[config.mk]
export PLATFORM = sky130hd
export DESIGN_NAME = efc_fifo_controller
export DESIGN_NICKNAME = d
export VERILOG_FILES = /design/src/efc_pkg.sv /design/src/efc_used_counter.sv /design/src/efc_sticky_flags.sv /design/src/efc_fifo_controller.sv
export SDC_FILE = /design/constraint.sdc
export NUM_CORES = 1
export LEC_CHECK = 0
export ABC_AREA = 1
export ABC_CLOCK_PERIOD_IN_PS = 4700
export BUFFER_PORTS_ARGS = -buffer_cell sky130_fd_sc_hd__buf_2
export CAP_MARGIN = 20
export CORE_UTILIZATION = 52
export DETAILED_ROUTE_END_ITERATION = 16
export PLACE_DENSITY = 0.91
export SLEW_MARGIN = 20
export SYNTH_ARGS = -nofsm -noshare
export SYNTH_HDL_FRONTEND = slang
export SYNTH_SLANG_ARGS = --single-unit
[constraint.sdc]
create_clock -name i_ref_clk -period 4.7 [get_ports i_ref_clk]
set_input_delay 0.235 -clock i_ref_clk [delete_from_list [all_inputs] [get_ports i_ref_clk]]
set_output_delay 0.235 -clock i_ref_clk [all_outputs]
set_load 0.05 [all_outputs]
[src/efc_pkg.sv]
/*
 * Package of the FIFO controller: register map, fields,
 * reset values, carriers and the rounding helper.
 * Assumes it is compiled before the design modules.
 */
// Notes on behaviour
// RULE1: With receive enable set, frames from the filter engine are written into storage; the beat carrying the start strobe is not written.
// RULE2: With receive enable clear, arriving frames are aborted and nothing is written.
// RULE3: Once enabled, storing starts with the next whole frame, not one in progress.
// RULE4: Clearing receive enable mid-frame lets the frame finish before disabling.
// RULE5: Disabled flag (bit 20) sets when disabling completes; write one clears.
// RULE6: Frames aborted because receive is disabled never raise the dropped-frame flag.
// RULE7: Writing one to receive bit 30 resets receive logic, flushes transmit-side pipeline.
// RULE8: Software disables a FIFO before writing its reset bit, both directions.
// RULE9: With store-bad-frames bit 25 set, errored frames are kept, not discarded.
// RULE10: Errored means receive, FCS, runt, alignment, jabber, undersize or oversize error.
// RULE11: Each FIFO keeps a 16-bit byte count; frames add length rounded to words.
// RULE12: Command and checksum word bytes stored with a frame are counted too.
// RULE13: With transmit enable bit 31 set, stored frames may pass to the MAC.
// RULE14: Clearing transmit enable mid-frame lets it finish, then sets the disabled flag.
// RULE15: In half duplex a retry after disabling discards the frame; no more retries.
// RULE16: Writing one to transmit bit 30 resets transmit logic, flushes receive-side pipeline.
// RULE17: Overflow bit 24 and dropped bit 23 set on events, cleared by writing one.
// RULE18: Counts drop by a frame's space when read out; a FIFO reset zeroes them.

package efc_pkg;

    localparam int          ADDR_W        = 12;
    localparam int          DATA_W        = 32;
    localparam int          USED_W        = 16;
    localparam int          EXTRA_W       = 8;
    localparam int          IRQ_W         = 4;

    localparam logic [11:0] OFS_RX_CTL    = 12'h0c0;
    localparam logic [11:0] OFS_TX_CTL    = 12'h0c4;
    localparam logic [11:0] OFS_IRQ_STS   = 12'h100;
    localparam logic [11:0] OFS_IRQ_MASK  = 12'h104;

    localparam int          BIT_ENABLE    = 31;
    localparam int          BIT_RESET     = 30;
    localparam int          BIT_STORE_BAD = 25;
    localparam int          BIT_OVERFLOW  = 24;
    localparam int          BIT_DROPPED   = 23;
    localparam int          BIT_DISABLED  = 20;

    localparam int          IRQ_RX_DIS    = 0;
    localparam int          IRQ_RX_OVF    = 1;
    localparam int          IRQ_RX_DROP   = 2;
    localparam int          IRQ_TX_DIS    = 3;

    localparam logic [16:0] WORD_ROUND    = 17'h00003;
    localparam logic [16:0] WORD_MASK     = 17'h1fffc;
    localparam logic [15:0] USED_RESET    = 16'h0000;
    localparam logic [3:0]  MASK_RESET    = 4'h0;
    localparam int          RX_FIFO_BYTES = 12288;
    localparam int          TX_FIFO_BYTES = 12288;

    typedef struct packed {
        logic rx_error;
        logic fcs_error;
        logic runt;
        logic align_error;
        logic jabber;
        logic undersize;
        logic oversize;
    } efc_err_t;

    typedef struct packed {
        logic [USED_W-1:0]  len;
        logic [EXTRA_W-1:0] extra;
    } efc_size_t;

    typedef struct packed {
        efc_size_t size;
        efc_err_t  err;
    } efc_rx_end_t;

    // Space a frame takes: payload rounded up to a whole word, plus its command words.
    function automatic logic [16:0] efc_occupied(input efc_size_t s);
        logic [16:0] rounded;
        rounded = ({1'b0, s.len} + WORD_ROUND) & WORD_MASK;
        return rounded + {9'h000, s.extra};
    endfunction : efc_occupied

endpackage : efc_pkg

[src/efc_used_counter.sv]
/*
 * Byte count of one FIFO: adds a frame's space on entry, removes it on exit.
 * Assumes callers never remove more than was added; a clear overrides both.
 */
`timescale 1ns/1ps
`default_nettype none

module efc_used_counter #(
    parameter int W = 16
) (
    input  wire logic         i_ref_clk,
    input  wire logic         i_nrst,
    input  wire logic         i_clr,
    input  wire logic         i_add,
    input  wire logic [W:0]   i_add_bytes,
    input  wire logic         i_sub,
    input  wire logic [W-1:0] i_sub_bytes,
    output logic      [W-1:0] o_used
);

    logic [W:0] next_used;

    always_comb begin
        next_used = {1'b0, o_used};
        if (i_add) begin
            next_used = next_used + i_add_bytes; // [RULE11] [RULE12]
        end
        if (i_sub) begin
            next_used = next_used - {1'b0, i_sub_bytes}; // [RULE18]
        end
    end

    always_ff @(posedge i_ref_clk or negedge i_nrst) begin
        if (!i_nrst) begin
            o_used <= '0;
        end else if (i_clr) begin
            o_used <= '0; // [RULE18]
        end else begin
            o_used <= next_used[W-1:0];
        end
    end

endmodule : efc_used_counter

`default_nettype wire

[src/efc_sticky_flags.sv]
/*
 * Vector of sticky flags, set by hardware events and cleared by writing one.
 * Assumes set and clear pulses come from the same clock; a set beats a clear.
 */
`timescale 1ns/1ps
`default_nettype none

module efc_sticky_flags #(
    parameter int W = 4
) (
    input  wire logic         i_ref_clk,
    input  wire logic         i_nrst,
    input  wire logic [W-1:0] i_set,
    input  wire logic [W-1:0] i_clr,
    output logic      [W-1:0] o_flags
);

    always_ff @(posedge i_ref_clk or negedge i_nrst) begin
        if (!i_nrst) begin
            o_flags <= '0;
        end else begin
            // The set term is ORed last so an event in the clearing cycle is not lost.
            o_flags <= (o_flags & ~i_clr) | i_set; // [RULE5] [RULE17]
        end
    end

endmodule : efc_sticky_flags

`default_nettype wire

[src/efc_fifo_controller.sv]
/*
 * Enable, disable, reset and occupancy control of the receive and transmit FIFOs,
 * with control, interrupt status and mask registers and one IRQ line.
 * Assumes the filter engine, MAC and USB pipelines run on i_ref_clk, that a frame's
 * start and end strobes never fall in the same cycle, and a plain register port.
 */
`timescale 1ns/1ps
`default_nettype none

module efc_fifo_controller #(
    parameter int RX_CAPACITY = efc_pkg::RX_FIFO_BYTES,
    parameter int TX_CAPACITY = efc_pkg::TX_FIFO_BYTES
) (
    input  wire logic                         i_ref_clk,
    input  wire logic                         i_nrst,
    input  wire logic [efc_pkg::ADDR_W-1:0]   i_addr,
    input  wire logic [efc_pkg::DATA_W-1:0]   i_wdata,
    input  wire logic                         i_wr,
    input  wire logic                         i_rd,
    output logic      [efc_pkg::DATA_W-1:0]   o_rdata,
    input  wire logic                         i_rx_sof,
    input  wire logic                         i_rx_valid,
    input  wire logic                         i_rx_eof,
    input  wire efc_pkg::efc_rx_end_t         i_rx_end,
    output logic                              o_rx_write,
    output logic                              o_rx_commit,
    output logic                              o_rx_discard,
    output logic                              o_rx_abort,
    input  wire logic                         i_rx_read_done,
    input  wire logic [efc_pkg::USED_W-1:0]   i_rx_read_bytes,
    output logic                              o_utx_flush,
    input  wire logic                         i_tx_stored,
    input  wire efc_pkg::efc_size_t           i_tx_stored_size,
    output logic                              o_tx_allow,
    input  wire logic                         i_tx_mac_start,
    input  wire logic [efc_pkg::USED_W-1:0]   i_tx_mac_bytes,
    input  wire logic                         i_tx_mac_done,
    input  wire logic                         i_tx_mac_retry,
    input  wire logic                         i_half_duplex,
    output logic                              o_tx_discard,
    output logic                              o_urx_flush,
    output logic                              o_irq
);

    typedef enum logic [1:0] {
        RX_IDLE,
        RX_STORE,
        RX_SKIP
    } efc_rx_state_t;

    typedef enum logic [0:0] {
        TX_IDLE,
        TX_SEND
    } efc_tx_state_t;

    localparam logic [16:0] RX_CAP = 17'(RX_CAPACITY);
    localparam logic [16:0] TX_CAP = 17'(TX_CAPACITY);

    efc_rx_state_t              rx_state;
    efc_tx_state_t              tx_state;
    logic                       rx_enable;
    logic                       tx_enable;
    logic                       store_bad;
    logic                       rx_reset;
    logic                       tx_reset;
    logic                       rx_dis_pend;
    logic                       tx_dis_pend;
    logic [efc_pkg::USED_W-1:0] tx_cur_bytes;
    logic [efc_pkg::IRQ_W-1:0]  irq_mask;
    logic [efc_pkg::IRQ_W-1:0]  irq_status;
    logic [2:0]                 rx_flags;
    logic                       tx_dis_flag;
    logic [efc_pkg::USED_W-1:0] rx_used;
    logic [efc_pkg::USED_W-1:0] tx_used;

    logic                       wr_rx;
    logic                       wr_tx;
    logic                       wr_sts;
    logic                       wr_mask;
    logic                       rx_errored;
    logic [16:0]                rx_occ;
    logic                       rx_fits;
    logic                       rx_end_store;
    logic                       rx_keep;
    logic                       rx_bad_drop;
    logic                       rx_ovf_drop;
    logic                       rx_dis_set;
    logic                       tx_leave_done;
    logic                       tx_leave_retry;
    logic                       tx_dis_set;
    logic [2:0]                 rx_flag_set;
    logic [2:0]                 rx_flag_clr;
    logic [efc_pkg::IRQ_W-1:0]  irq_set;
    logic [efc_pkg::IRQ_W-1:0]  irq_clr;
    logic [efc_pkg::DATA_W-1:0] rx_ctl_view;
    logic [efc_pkg::DATA_W-1:0] tx_ctl_view;
    logic [efc_pkg::DATA_W-1:0] next_rdata;

    // Register port decode.
    assign wr_rx   = i_wr && (i_addr == efc_pkg::OFS_RX_CTL);
    assign wr_tx   = i_wr && (i_addr == efc_pkg::OFS_TX_CTL);
    assign wr_sts  = i_wr && (i_addr == efc_pkg::OFS_IRQ_STS);
    assign wr_mask = i_wr && (i_addr == efc_pkg::OFS_IRQ_MASK);

    always_ff @(posedge i_ref_clk or negedge i_nrst) begin
        if (!i_nrst) begin
            rx_enable <= 1'b0;
            store_bad <= 1'b0;
        end else if (wr_rx) begin
            rx_enable <= i_wdata[efc_pkg::BIT_ENABLE];
            store_bad <= i_wdata[efc_pkg::BIT_STORE_BAD];
        end
    end

    always_ff @(posedge i_ref_clk or negedge i_nrst) begin
        if (!i_nrst) begin
            tx_enable <= 1'b0;
        end else if (wr_tx) begin
            tx_enable <= i_wdata[efc_pkg::BIT_ENABLE];
        end
    end

    always_ff @(posedge i_ref_clk or negedge i_nrst) begin
        if (!i_nrst) begin
            irq_mask <= efc_pkg::MASK_RESET;
        end else if (wr_mask) begin
            irq_mask <= i_wdata[efc_pkg::IRQ_W-1:0];
        end
    end

    // Reset bits self-clear: a write of one gives one registered pulse.
    // A reset of an enabled FIFO is not refused; software must
    // disable first or a frame in flight is cut silently.
    always_ff @(posedge i_ref_clk or negedge i_nrst) begin
        if (!i_nrst) begin
            rx_reset <= 1'b0;
            tx_reset <= 1'b0;
        end else begin
            rx_reset <= wr_rx && i_wdata[efc_pkg::BIT_RESET]; // [RULE7] [RULE8]
            tx_reset <= wr_tx && i_wdata[efc_pkg::BIT_RESET]; // [RULE16] [RULE8]
        end
    end

    assign o_utx_flush = rx_reset; // [RULE7]
    assign o_urx_flush = tx_reset; // [RULE16]

    // Receive frame evaluation at the end strobe.
    assign rx_errored   = |i_rx_end.err; // [RULE10]
    assign rx_occ       = efc_pkg::efc_occupied(i_rx_end.size); // [RULE11] [RULE12]
    assign rx_fits      = rx_occ <= (RX_CAP - {1'b0, rx_used});
    assign rx_end_store = (rx_state == RX_STORE) && i_rx_eof;
    assign rx_bad_drop  = rx_end_store && rx_errored && !store_bad; // [RULE9]
    assign rx_ovf_drop  = rx_end_store && !rx_bad_drop && !rx_fits;
    assign rx_keep      = rx_end_store && !rx_bad_drop && rx_fits;

    // Beats reach storage only while a frame is stored.
    assign o_rx_write = i_rx_valid && (rx_state == RX_STORE); // [RULE1] [RULE2]

    always_ff @(posedge i_ref_clk or negedge i_nrst) begin
        if (!i_nrst) begin
            rx_state <= RX_IDLE;
        end else if (rx_reset) begin
            rx_state <= RX_IDLE;
        end else begin
            case (rx_state)
                RX_IDLE: begin
                    if (i_rx_sof && rx_enable) begin
                        rx_state <= RX_STORE; // [RULE1]
                    end else if (i_rx_sof) begin
                        rx_state <= RX_SKIP; // [RULE2]
                    end
                end
                RX_STORE: begin
                    // Enable is ignored here, so a stored frame completes.
                    if (i_rx_eof) begin
                        rx_state <= RX_IDLE; // [RULE4]
                    end
                end
                RX_SKIP: begin
                    // A frame begun while disabled is skipped to its end.
                    if (i_rx_eof) begin
                        rx_state <= RX_IDLE; // [RULE3]
                    end
                end
                default: begin
                    rx_state <= RX_IDLE;
                end
            endcase
        end
    end

    always_ff @(posedge i_ref_clk or negedge i_nrst) begin
        if (!i_nrst) begin
            o_rx_commit  <= 1'b0;
            o_rx_discard <= 1'b0;
            o_rx_abort   <= 1'b0;
        end else begin
            o_rx_commit  <= rx_keep && !rx_reset;
            o_rx_discard <= (rx_bad_drop || rx_ovf_drop) && !rx_reset;
            o_rx_abort   <= (rx_state == RX_SKIP) && i_rx_eof && !rx_reset; // [RULE2]
        end
    end

    // Disabling completes once no frame is being stored.
    always_ff @(posedge i_ref_clk or negedge i_nrst) begin
        if (!i_nrst) begin
            rx_dis_pend <= 1'b0;
        end else if (wr_rx && rx_enable && !i_wdata[efc_pkg::BIT_ENABLE]) begin
            rx_dis_pend <= 1'b1; // [RULE5]
        end else if (rx_dis_set || rx_enable) begin
            rx_dis_pend <= 1'b0;
        end
    end

    assign rx_dis_set = rx_dis_pend && !rx_enable && (rx_state != RX_STORE); // [RULE4] [RULE5]

    // Aborted frames raise no flag; only errored or overflowing stores do.
    assign rx_flag_set = {rx_ovf_drop, rx_bad_drop || rx_ovf_drop, rx_dis_set}; // [RULE6] [RULE17]
    assign rx_flag_clr = wr_rx ? {i_wdata[efc_pkg::BIT_OVERFLOW],
                                  i_wdata[efc_pkg::BIT_DROPPED],
                                  i_wdata[efc_pkg::BIT_DISABLED]} : 3'b000;

    efc_sticky_flags #(
        .W (3)
    ) u_rx_flags (
        .i_ref_clk (i_ref_clk),
        .i_nrst    (i_nrst),
        .i_set     (rx_flag_set),
        .i_clr     (rx_flag_clr),
        .o_flags   (rx_flags)
    );

    efc_used_counter #(
        .W (efc_pkg::USED_W)
    ) u_rx_used (
        .i_ref_clk   (i_ref_clk),
        .i_nrst      (i_nrst),
        .i_clr       (rx_reset),
        .i_add       (rx_keep),
        .i_add_bytes (rx_occ),
        .i_sub       (i_rx_read_done),
        .i_sub_bytes (i_rx_read_bytes),
        .o_used      (rx_used)
    );

    // Transmit side: frames leave only while enabled and idle.
    assign o_tx_allow     = tx_enable && (tx_state == TX_IDLE) && !tx_reset; // [RULE13]
    assign tx_leave_done  = (tx_state == TX_SEND) && i_tx_mac_done;
    assign tx_leave_retry = (tx_state == TX_SEND) && !i_tx_mac_done && i_tx_mac_retry
                            && i_half_duplex && !tx_enable; // [RULE15]

    always_ff @(posedge i_ref_clk or negedge i_nrst) begin
        if (!i_nrst) begin
            tx_state     <= TX_IDLE;
            tx_cur_bytes <= efc_pkg::USED_RESET;
        end else if (tx_reset) begin
            tx_state     <= TX_IDLE;
            tx_cur_bytes <= efc_pkg::USED_RESET;
        end else begin
            case (tx_state)
                TX_IDLE: begin
                    if (i_tx_mac_start && o_tx_allow) begin
                        tx_state     <= TX_SEND; // [RULE13]
                        tx_cur_bytes <= i_tx_mac_bytes;
                    end
                end
                TX_SEND: begin
                    // A frame on the wire runs to its end even if enable drops, unless a half-duplex retry with enable clear discards it.
                    if (tx_leave_done || tx_leave_retry) begin
                        tx_state <= TX_IDLE; // [RULE14] [RULE15]
                    end
                end
                default: begin
                    tx_state <= TX_IDLE;
                end
            endcase
        end
    end

    always_ff @(posedge i_ref_clk or negedge i_nrst) begin
        if (!i_nrst) begin
            o_tx_discard <= 1'b0;
        end else begin
            o_tx_discard <= tx_leave_retry && !tx_reset; // [RULE15]
        end
    end

    always_ff @(posedge i_ref_clk or negedge i_nrst) begin
        if (!i_nrst) begin
            tx_dis_pend <= 1'b0;
        end else if (wr_tx && tx_enable && !i_wdata[efc_pkg::BIT_ENABLE]) begin
            tx_dis_pend <= 1'b1; // [RULE5]
        end else if (tx_dis_set || tx_enable) begin
            tx_dis_pend <= 1'b0;
        end
    end

    assign tx_dis_set = tx_dis_pend && !tx_enable && (tx_state == TX_IDLE); // [RULE14] [RULE5]

    efc_sticky_flags #(
        .W (1)
    ) u_tx_flags (
        .i_ref_clk (i_ref_clk),
        .i_nrst    (i_nrst),
        .i_set     (tx_dis_set),
        .i_clr     (wr_tx && i_wdata[efc_pkg::BIT_DISABLED]),
        .o_flags   (tx_dis_flag)
    );

    efc_used_counter #(
        .W (efc_pkg::USED_W)
    ) u_tx_used (
        .i_ref_clk   (i_ref_clk),
        .i_nrst      (i_nrst),
        .i_clr       (tx_reset),
        .i_add       (i_tx_stored),
        .i_add_bytes (efc_pkg::efc_occupied(i_tx_stored_size)),
        .i_sub       (tx_leave_done || tx_leave_retry),
        .i_sub_bytes (tx_cur_bytes),
        .o_used      (tx_used)
    );

    // Interrupt status mirrors the four events; write one to clear.
    assign irq_set = {tx_dis_set, rx_bad_drop || rx_ovf_drop, rx_ovf_drop, rx_dis_set};
    assign irq_clr = wr_sts ? i_wdata[efc_pkg::IRQ_W-1:0] : '0;

    efc_sticky_flags #(
        .W (efc_pkg::IRQ_W)
    ) u_irq_status (
        .i_ref_clk (i_ref_clk),
        .i_nrst    (i_nrst),
        .i_set     (irq_set),
        .i_clr     (irq_clr),
        .o_flags   (irq_status)
    );

    always_ff @(posedge i_ref_clk or negedge i_nrst) begin
        if (!i_nrst) begin
            o_irq <= 1'b0;
        end else begin
            o_irq <= |(irq_status & irq_mask);
        end
    end

    // Read views; reserved bits and the self-clearing reset bits read as zero.
    always_comb begin
        rx_ctl_view                           = '0;
        rx_ctl_view[efc_pkg::BIT_ENABLE]      = rx_enable;
        rx_ctl_view[efc_pkg::BIT_STORE_BAD]   = store_bad;
        rx_ctl_view[efc_pkg::BIT_OVERFLOW]    = rx_flags[2];
        rx_ctl_view[efc_pkg::BIT_DROPPED]     = rx_flags[1];
        rx_ctl_view[efc_pkg::BIT_DISABLED]    = rx_flags[0];
        rx_ctl_view[efc_pkg::USED_W-1:0]      = rx_used; // [RULE11]
        tx_ctl_view                           = '0;
        tx_ctl_view[efc_pkg::BIT_ENABLE]      = tx_enable;
        tx_ctl_view[efc_pkg::BIT_DISABLED]    = tx_dis_flag;
        tx_ctl_view[efc_pkg::USED_W-1:0]      = tx_used; // [RULE11]
    end

    always_comb begin
        next_rdata = '0;
        if (i_rd) begin
            case (i_addr)
                efc_pkg::OFS_RX_CTL: begin
                    next_rdata = rx_ctl_view;
                end
                efc_pkg::OFS_TX_CTL: begin
                    next_rdata = tx_ctl_view;
                end
                efc_pkg::OFS_IRQ_STS: begin
                    next_rdata[efc_pkg::IRQ_W-1:0] = irq_status;
                end
                efc_pkg::OFS_IRQ_MASK: begin
                    next_rdata[efc_pkg::IRQ_W-1:0] = irq_mask;
                end
                default: begin
                    next_rdata = '0;
                end
            endcase
        end
    end

    always_ff @(posedge i_ref_clk or negedge i_nrst) begin
        if (!i_nrst) begin
            o_rdata <= '0;
        end else begin
            o_rdata <= next_rdata;
        end
    end

endmodule : efc_fifo_controller

`default_nettype wire

=== Word level (Yosys, flattened, before mapping) ===
Cells that the tools add are included.

* Add/subtract/negate cells: 9
* Order comparisons: 1
* Reductions and logical operators: 58
* Bitwise operators: 11
* Muxes and demuxes: 27
* Equal/unequal tests: 10

{| class="wikitable"
|+ Operators by type and width
! cell !! number
|-
| 16-bit two-way mux || 9
|-
| 28-bit one-hot mux with 2 select lines || 1
|-
| 1-bit logical AND || 36
|-
| 16-bit adder || 2
|-
| 32-bit two-way mux || 1
|-
| 16-bit subtractor || 2
|-
| 12-bit by 8-bit equality test with 1-bit output, second input constant || 2
|-
| 12-bit by 9-bit equality test with 1-bit output, second input constant || 2
|-
| 16-bit by 2-bit adder with 17-bit output, second input constant || 1
|-
| 17-bit by 8-bit adder with 17-bit output || 1
|-
| 17-bit less-or-equal comparator || 1
|-
| 14-bit by 16-bit subtractor with 17-bit output, first input constant || 1
|-
| 16-bit by 2-bit adder with 16-bit output, second input constant || 1
|-
| 16-bit by 8-bit adder with 16-bit output || 1
|-
| 4-bit one-hot mux with 4 select lines || 1
|-
| 1-bit logical NOT || 9
|-
| 4-bit bitwise AND || 2
|-
| 2-bit two-way mux || 4
|-
| 1-bit two-way mux || 7
|-
| 7-bit OR reduction || 1
|-
| 2-bit nonzero test || 3
|-
| 1-bit logical OR || 4
|-
| 4-bit two-way mux || 1
|-
| 2-bit by 1-bit inequality test with 1-bit output, second input constant || 2
|-
| 19 further kinds || 21
|}

* Output and inout port bits: 41
* Register bits: 107
* Input port bits: 144
* Word-level logic and storage cells: 138

=== Logic depth before layout (Yosys ltp) ===
Gate-level depths: netlist of the first run.

* Word-level depth: 11
* Mapped depth: 42
* Depth with buffers taken out: 40

=== By module ===
A second synthesis of the first run with hierarchy kept.

* Cells, all modules: 1,657
* Area, all modules: 10,522.6 um2

{| class="wikitable"
|+ Modules (own cells, without submodules)
! module !! seq. area each (um2) !! area an instance (um2) !! instances !! cells an instance
|-
| efc_fifo_controller || 1,401.3 || 4,918.5 || 1 || 729
|-
| efc_used_counter (u_tx_used) || 400.4 || 2,642.5 || 1 || 444
|-
| efc_used_counter (u_rx_used) || 400.4 || 2,641.3 || 1 || 444
|-
| efc_sticky_flags (u_irq_status) || 100.1 || 160.2 || 1 || 20
|-
| efc_sticky_flags (u_rx_flags) || 75.1 || 120.1 || 1 || 15
|-
| efc_sticky_flags (u_tx_flags) || 25.0 || 40.0 || 1 || 5
|}

=== Worst setup path before layout of the first run ===
OpenSTA, ideal clock, no wires.

* Path kind: input to register
* From: input port i_rx_end[16] (netlist bit)
* To: register u_rx_used.o_used[12]
* Arrival: 5.118 ns
* Data required time: 4.579 ns
* Path buffers: 2
* Slack: -0.539 ns
* Cell stages on the path: 37
* Setup time: 0.121 ns
* Path through: nor2_4 nor2_1 nor2_1 ha_1 inv_1 fa_1 o21ai_1 a21oi_1 o21ai_1 nand3_1 a21oi_1 nand4_1 xnor2_1 inv_1 ha_1 nand2_1 inv_1 nor2_1 o21ai_0 a21oi_1 nand3_1 nand2_1 nand2_2 inv_2 buf_2 buf_6 o21ai_1 ha_1 a21oi_1 o21ai_0 a21oi_1 o21ai_1 a21boi_1 o21ai_1 or2_0 a21oi_1 nor2_1

* Longest elaborated chain between the ends: 8
* Elaborated cells on any way between the ends: 9
* Those cells by class: add/sub (4); order compare (1); mux (3); reduce/logical (1)

{| class="wikitable"
|+ RTL lines
! element !! RTL line !! source
|-
| start: declaration || efc_fifo_controller.sv:24 || <nowiki>input wire efc_pkg::efc_rx_end_t i_rx_end,</nowiki>
|-
| 16-bit by 2-bit adder with 17-bit output * || efc_pkg.sv:81 || <nowiki>rounded = ({1'b0, s.len} + WORD_ROUND) & WORD_MASK;</nowiki>
|-
| 17-bit by 8-bit adder with 17-bit output * || efc_pkg.sv:82 || <nowiki>return rounded + {9'h000, s.extra};</nowiki>
|-
| 17-bit less-or-equal comparator || efc_fifo_controller.sv:150 || <nowiki>assign rx_fits = rx_occ <= (RX_CAP - {1'b0, rx_used});</nowiki>
|-
| 1-bit logical AND || efc_fifo_controller.sv:154 || <nowiki>assign rx_keep = rx_end_store && !rx_bad_drop && rx_fits;</nowiki>
|-
| 16-bit two-way mux * || efc_used_counter.sv:25 || <nowiki>if (i_add) begin</nowiki>
|-
| 16-bit subtractor || efc_used_counter.sv:29 || <nowiki>next_used = next_used - {1'b0, i_sub_bytes};</nowiki>
|-
| 16-bit two-way mux * || efc_used_counter.sv:28 || <nowiki>if (i_sub) begin</nowiki>
|-
| 16-bit two-way mux * || efc_used_counter.sv:36 || <nowiki>end else if (i_clr) begin</nowiki>
|-
| end signal: assignment || efc_used_counter.sv:39 || <nowiki>o_used <= next_used[W-1:0];</nowiki>
|-
| end: declaration || efc_used_counter.sv:18 || <nowiki>output logic [W-1:0] o_used</nowiki>
|}

Mark *: on every way between the ends. The rest lies on a longest branch, timed or not.
A chain may end at the register's enable or synchronous reset.

=== Final worst setup path of the first run ===
* From: input port i_rx_end[15] (netlist bit)
* To: register u_rx_used.o_used[13]

The elaborated chain is that of the path after synthesis.

==> results.ini, run 1 <==
[worst_setup_path]
critical_path.max_stage_delay_ps=340
reg2reg_from=u_rx_used.o_used[0]
worstSetupStartpoint=i_rx_end[15]
crit_type=in -> reg
cp_common_cell=nand2_1
path_max_fanout=7
critical_path.slowest_cell=ha_1
arrival_ps=5830
reg2regPathDepth=28
worstPathRequired_ps=4940
critPathCaptureType=register
endpoint=u_rx_used.o_used[13]
timing.rr.end=u_rx_used.o_used[12]
rrSetupSlack_ps=-480
critPathLaunchType=primary input

[detailed_routing]
vias=10370
first_pass_iters=6
post-route-drc-count=0
ant_nets=0
vias_per_cell=5.779
drt-initial-drc-count=1111
wire_per_inst_um=17.55
drt-total-wl_mm=31.50

[grt]
grt_max_degree=56
antenna_found_initial=0
grt.total_usage_pct=32.04
grt.overflow.total=0
grt_pass1_wl_mm=46.44
grt_pass1_vias=9841

[pwr]
fin_total_pwr_mw=8.400
leakage_nw=6.434
p_per_area_mw_per_mm2=693.3
ir_drop_mv=0.5543

[hold_path]
hp-class=in -> reg
hp-start=i_tx_mac_done

[synth]
yosysTopAreaCellShare_pct=26.00
synth.most_common_cell=nand2_1
synth_area_leader_cell=dfrtp_1
ys_seq_area_share_pct=26.00
synth_area_leaders=dfrtp_1, ha_1, nand2_1, inv_1, a21oi_1
avgSynthCellArea_um2=7.125
postSynthCellCount=1297
ys_async_sr_fraction_pct=100.0
synth_flop_cell=dfrtp_1
ys_ff_latch=96
synth-edff-count=0
synthTopCellsByCount=nand2_1, inv_1, a21oi_1, ha_1, dfrtp_1
yosysWarnings=0
syn_area_mm2=0.009241
synth_cell_types=51

[clock_network]
cts-root-buf=clkbuf_16
clk_latency_ps=360
cts_tree=done
cts_htree_levels=3
clock-sinks=96
clock_path_buffers=2
clk_pin_slew_ps=80
cts_inserted_buffers=9

[floorplan]
initial_utilization_pct=53.43
ios=185
die_h_um=135.3
die_w_um=135.3
placementRows=48
die_area_mm2=0.01831
coreArea_mm2=0.01730

[placed_design]
hpwl_mm=20.94
gp_congestion=0.9449
io_buffers=151
pre_cts_slack_ps=-870.7

[sta]
period_share_pct=118.8
layout_setup_ws_ps=-883.2
timing.fmax_ghz=0.1791
maxSlewHeadroom_pct=34.51
rsz0062_at_grt=true
clock_skew_ps=12.52
final_hold_viol_count=0
worstMarginPinSlew_ps=977.1
post-route-min-period_ps=5583
setup_violations=15
maxSlewViolCount=0

[run_status]
status=complete, but fails checks
violations=setup timing

[finish]
layout-drive-gt1-share_pct=28.15
fillers=1248
n_antenna_cell=0
fin_nets=1817
area_growth_pct=31.10

[flow_run]
cap_violations=0

==> kinds of logic (layout without fill, tap and decap cells) <==
logic type	count (synthesis)	in the layout	synth area share [%]
adders and majority gates	108	108	15.52
and+or+nand+nor	486	486	23.82
xor gates and xnor gates	75	75	7.189
muxes	1	1	0.1083
AOI/OAI and AO/OA	270	270	16.08
other	1	11	0.04058
DFF	96	96	26.00
buffers and inverters	260	523	11.25
==> metal layers <==
layer	track usage, %	vias up	wire, um
met5	0	-	0
met4	16.73	0	1858
met3	6.210	187	2677
met2	56.24	640	15230
met1	36.81	4778	11740
li1	-	4769	-
==> through the flow <==
step | util, % | TNS (ps) | hold slack, ps | cells | area, um2
CTS | 68.31 | -681.0 | 47.28 | 1788 | 11820
finish | 70.04 | -10330 | 48.16 | 1795 | 12120
global route | 70.04 | -12020 | 42.87 | 1795 | 12120
global placement | 63.35 | -5446 | 329.6 | 1754 | 10960
floorplan | - | -1326 | -60.59 | 1307 | 9331
detailed placement | 63.35 | -9798 | 347.6 | 1754 | 10960
==> placed cells by master, fill, tap and decap left out, types with 10 or more instances in the layout <==
master and instances:
nand2_2 20, nand3_1 79, ha_4 13, nand2_1 217, nor2_4 10, buf_6 11
xnor2_1 24, nor2_2 11, a21oi_1 92, inv_1 210, o21ai_2 13, conb_1 11
nor3_1 11, xor2_1 45, dfrtp_1 96, o21ai_1 20, buf_4 117, o21ai_0 73
nor2_1 83, nand4_1 16, buf_2 148, ha_1 81, inv_2 14, a21oi_2 11
==> worst min path at each step <==
stage / cells after the start / slack [ps] / to
final: 2 / 50 / o_tx_discard
after global routing: 2 / 40 / o_tx_discard
after CTS: 2 / 50 / o_tx_discard
after detailed placement: 1 / 350 / o_rdata[14]
after global placement: 1 / 330 / o_rdata[14]
after floorplan: 0 / -60 / irq_mask[0]
==> report_power, final <==
group	internal [mW]	total [mW]	switching, mW
Clock	0.475	0.837	0.362
Sequential	1.08	1.29	0.213
Combinational	2.61	6.27	3.66
==> layout make-up <==
class	count	area [um2]	area share, %
clock buffer	9	225.2	1.859
clock inverter	7	102.6	0.8468
inverter	227	862.1	7.116
multi-input combinational	951	6439	53.14
sequential	96	2402	19.83
tap	225	281.5	2.324
timing repair buffer	279	1795	14.82
timing repair inverter	1	7.507	0.06196
==> sequential cells by signal (all words and copies together) (netlist names), 2 cells and up <==
name and count:
o_rdata 21, tx_cur_bytes 16, u_rx_used.o_used 16, u_tx_used.o_used 16
irq_mask 4, u_irq_status.o_flags 4, u_rx_flags.o_flags 3, rx_state 2
==> worst max-delay path: cells and delay by family <==
family | cells | cell delay [ps]
adders and majority gates | 3 | 870
xor gates and xnor gates | 2 | 360
buffers and inverters | 10 | 1240
AOI/OAI and AO/OA | 11 | 1590
and+or+nand+nor | 13 | 1490
==> timing repair <==
action                                 4_1_cts  5_1_grt
setup buffers                               16        7
endpoints found under the hold margin       54        0
setup endpoints to repair                   14       15
hold buffers                                 1        0
resized for setup                           92       47
cloned                                       2        0
pin swaps                                   55       28
No activity file was read; power rests on OpenSTA's default activity.
==> inputs of run 2 (changes only) <==
--- a/config.mk
+++ b/config.mk
@@ -11,7 +11,7 @@
 export CAP_MARGIN = 20
 export CORE_UTILIZATION = 52
 export DETAILED_ROUTE_END_ITERATION = 16
-export PLACE_DENSITY = 0.91
+export PLACE_DENSITY = 0.79
 export SLEW_MARGIN = 20
 export SYNTH_ARGS = -nofsm -noshare
 export SYNTH_HDL_FRONTEND = slang
==> results.ini, run 2 (same netlist as run 1, synthesis figures left out) <==
[run_status]
status=complete, but fails checks
violations=setup timing

[worst_setup_path]
critPathLaunchType=primary input
crit_type=in -> reg
cp_common_cell=buf_4
critical_path.max_stage_delay_ps=300  ; -40 ps
arrival_ps=5510  ; -320 ps
worstPathRequired_ps=4930  ; about the same
critPathCaptureType=register
path_max_fanout=3  ; -4
critical_path.slowest_cell=xnor2_1

[sta]
layout_setup_ws_ps=-573.9  ; +309.3 ps
worstMarginPinSlew_ps=819.7  ; -157.4 ps
hold_ws_ps=43.99  ; -4.174 ps
setup_violations=20  ; +5
clock_skew_ps=10.23  ; -2.293 ps
period_share_pct=112.2  ; -6.6 points
fin_setup_tns_ps=-8105  ; +2221 ps
final_hold_viol_count=0  ; unchanged
post-route-min-period_ps=5274  ; -309.3 ps
maxSlewHeadroom_pct=45.15  ; +11 points
rsz0062_at_grt=true
maxSlewViolCount=0  ; unchanged
timing.fmax_ghz=0.1896  ; +5.9%

[detailed_routing]
first_pass_iters=7  ; +1
post-route-drc-count=0  ; unchanged
vias=9822  ; -5.3%
drt-initial-drc-count=736  ; -34%
vias_per_cell=5.406  ; -6.5%
wire_per_inst_um=15.47  ; -12%
drt-total-wl_mm=28.11  ; -11%
ant_nets=0  ; unchanged

[pwr]
swShare_pct=49.72  ; -0.70 points
internal_power_mw=4.203  ; +0.93%
combPwrFrac_pct=75.0  ; +0.3 points
p_per_area_mw_per_mm2=681.1  ; -1.8%
p_sw_mw=4.156  ; -1.9%
ir_drop_mv=0.4530  ; -18%
p_seq_share_pct=15.4  ; about the same
fin_total_pwr_mw=8.360  ; -0.48%
leakage_nw=6.540  ; +1.7%
pwr-share-clk_pct=9.7  ; -0.3 points

[floorplan]
coreArea_mm2=0.01730  ; unchanged
initial_utilization_pct=53.43  ; unchanged
placementRows=48  ; unchanged
die_area_mm2=0.01831  ; unchanged
die_w_um=135.3  ; unchanged
ios=185  ; unchanged
die_h_um=135.3  ; unchanged

[grt]
grt_pass1_wl_mm=44.28  ; -4.7%
grt_pass1_vias=9421  ; -4.3%
antenna_found_initial=0  ; unchanged
grt_max_degree=53  ; -5.4%
grt.total_usage_pct=30.45  ; -1.6 points
grt.overflow.total=0  ; unchanged

[clock_network]
clock_path_buffers=2  ; unchanged
clk_latency_ps=360  ; about the same
clock-sinks=96  ; unchanged
cts_htree_levels=3  ; unchanged
cts_tree=done
cts_inserted_buffers=9  ; unchanged
cts-root-buf=clkbuf_16
clk_pin_slew_ps=80  ; about the same

[placed_design]
place_area_mm2=0.01107  ; +1.0%
placed_cells_incl_taps=1767  ; +0.74%
hpwl_mm=20.70  ; -1.2%
gp_congestion=0.9496  ; +0.50%
io_buffers=151  ; unchanged

[finish]
n_antenna_cell=0  ; unchanged
regMostFlops=o_rdata
area_growth_pct=32.81
stdcell_area_mm2=0.01227  ; +1.3%
fin_nets=1839  ; +1.2%
layout-drive-gt1-share_pct=29.33  ; +1.2 points
layout_common_cells=nand2_1, inv_1, buf_2
fillers=1343  ; +7.6%
final_common_cell=nand2_1
largest_reg_flops=21  ; unchanged
final_cells=1817  ; +1.2%

[hold_path]
hp-class=in -> reg

[flow_run]
cap_violations=0  ; unchanged

## run 2: changes by cell type in the layout (fill, tap and decap cells not counted), moves of 3 or more
| cell | delta |
|---|---|
| buf_4 | +25 |
| buf_6 | -5 |
| o21ai_2 | +4 |
| inv_4 | +3 |
| inv_6 | -3 |
| inv_8 | +3 |
| nand2_4 | -3 |
| o21ai_0 | -3 |
## run 2: per-stage QoR
stage          setup slack (ps)  util, %
2_1_floorplan            -346.9        -
3_3_place_gp             -690.0    63.99
3_5_place_dp             -854.5    63.99
4_1_cts                  -78.70    68.42
5_1_grt                  -789.9    70.96
6_report                 -573.9    70.96
## run 2: path summary, 6_finish.rpt
| kind | start | end | slack, ps | cells past startpoint |
|---|---|---|---|---|
| setup / recovery | i_rx_end[15] | o_rx_discard | -570 | 41 |
| hold / removal | i_tx_mac_done | o_tx_discard | 40 | 2 |
| setup reg to reg | u_rx_used.o_used[0] | o_rx_discard | -340 | 35 |
| hold reg to reg | tx_enable | tx_dis_pend | 480 | 2 |
| max in group asynchronous | i_nrst | o_rx_commit | 3190 | 3 |
| min in group asynchronous | i_nrst | o_rdata[6] | 450 | 2 |
## run 2: repair_timing
action | CTS | global route
setup endpoints to repair | 14 | 22
hold endpoints to repair | 51 | 0
pin swaps | 36 | 45
setup buffers | 18 | 12
resized for setup | 72 | 74
hold buffers | 1 | 0
cloned | 2 | 1
## run 2: critical path: cells and delay by family
kind	cells	cell delay, ps
compound gates	6	820
xor+xnor	2	450
fa+ha+maj	2	540
buf+inv	20	2340
simple gates	11	1110
## run 2: final cells by class
cell class / count / area (um2) / area share [%]
sequential: 96 / 2402 / 19.57
clock inverter: 7 / 102.6 / 0.8360
tap: 225 / 281.5 / 2.294
clock buffer: 9 / 225.2 / 1.835
timing repair inverter: 3 / 23.77 / 0.1937
timing repair buffer: 299 / 1934 / 15.76
multi-input combinational: 951 / 6436 / 52.44
inverter: 227 / 867.1 / 7.065
## run 2: power by group through the flow
stage | clock network (mW) | registers [mW] | logic (mW)
finish | 0.809 | 1.28 | 6.27
global route | 0.838 | 1.31 | 6.95
CTS | 0.811 | 1.27 | 5.66
detailed placement | 0 | 1.29 | 5.29
global placement | 0 | 1.28 | 5.19
floorplan | 0 | 1.23 | 3.73
## run 2: per-layer routing
layer / vias up / global-route usage, % / share of wire, %
met2: 332 / 53.05 / 49
li1: 4808 / - / -
met5: - / 0 / 0
met3: 86 / 3.891 / 5.3
met4: 0 / 13.17 / 3.7
met1: 4596 / 37.63 / 42
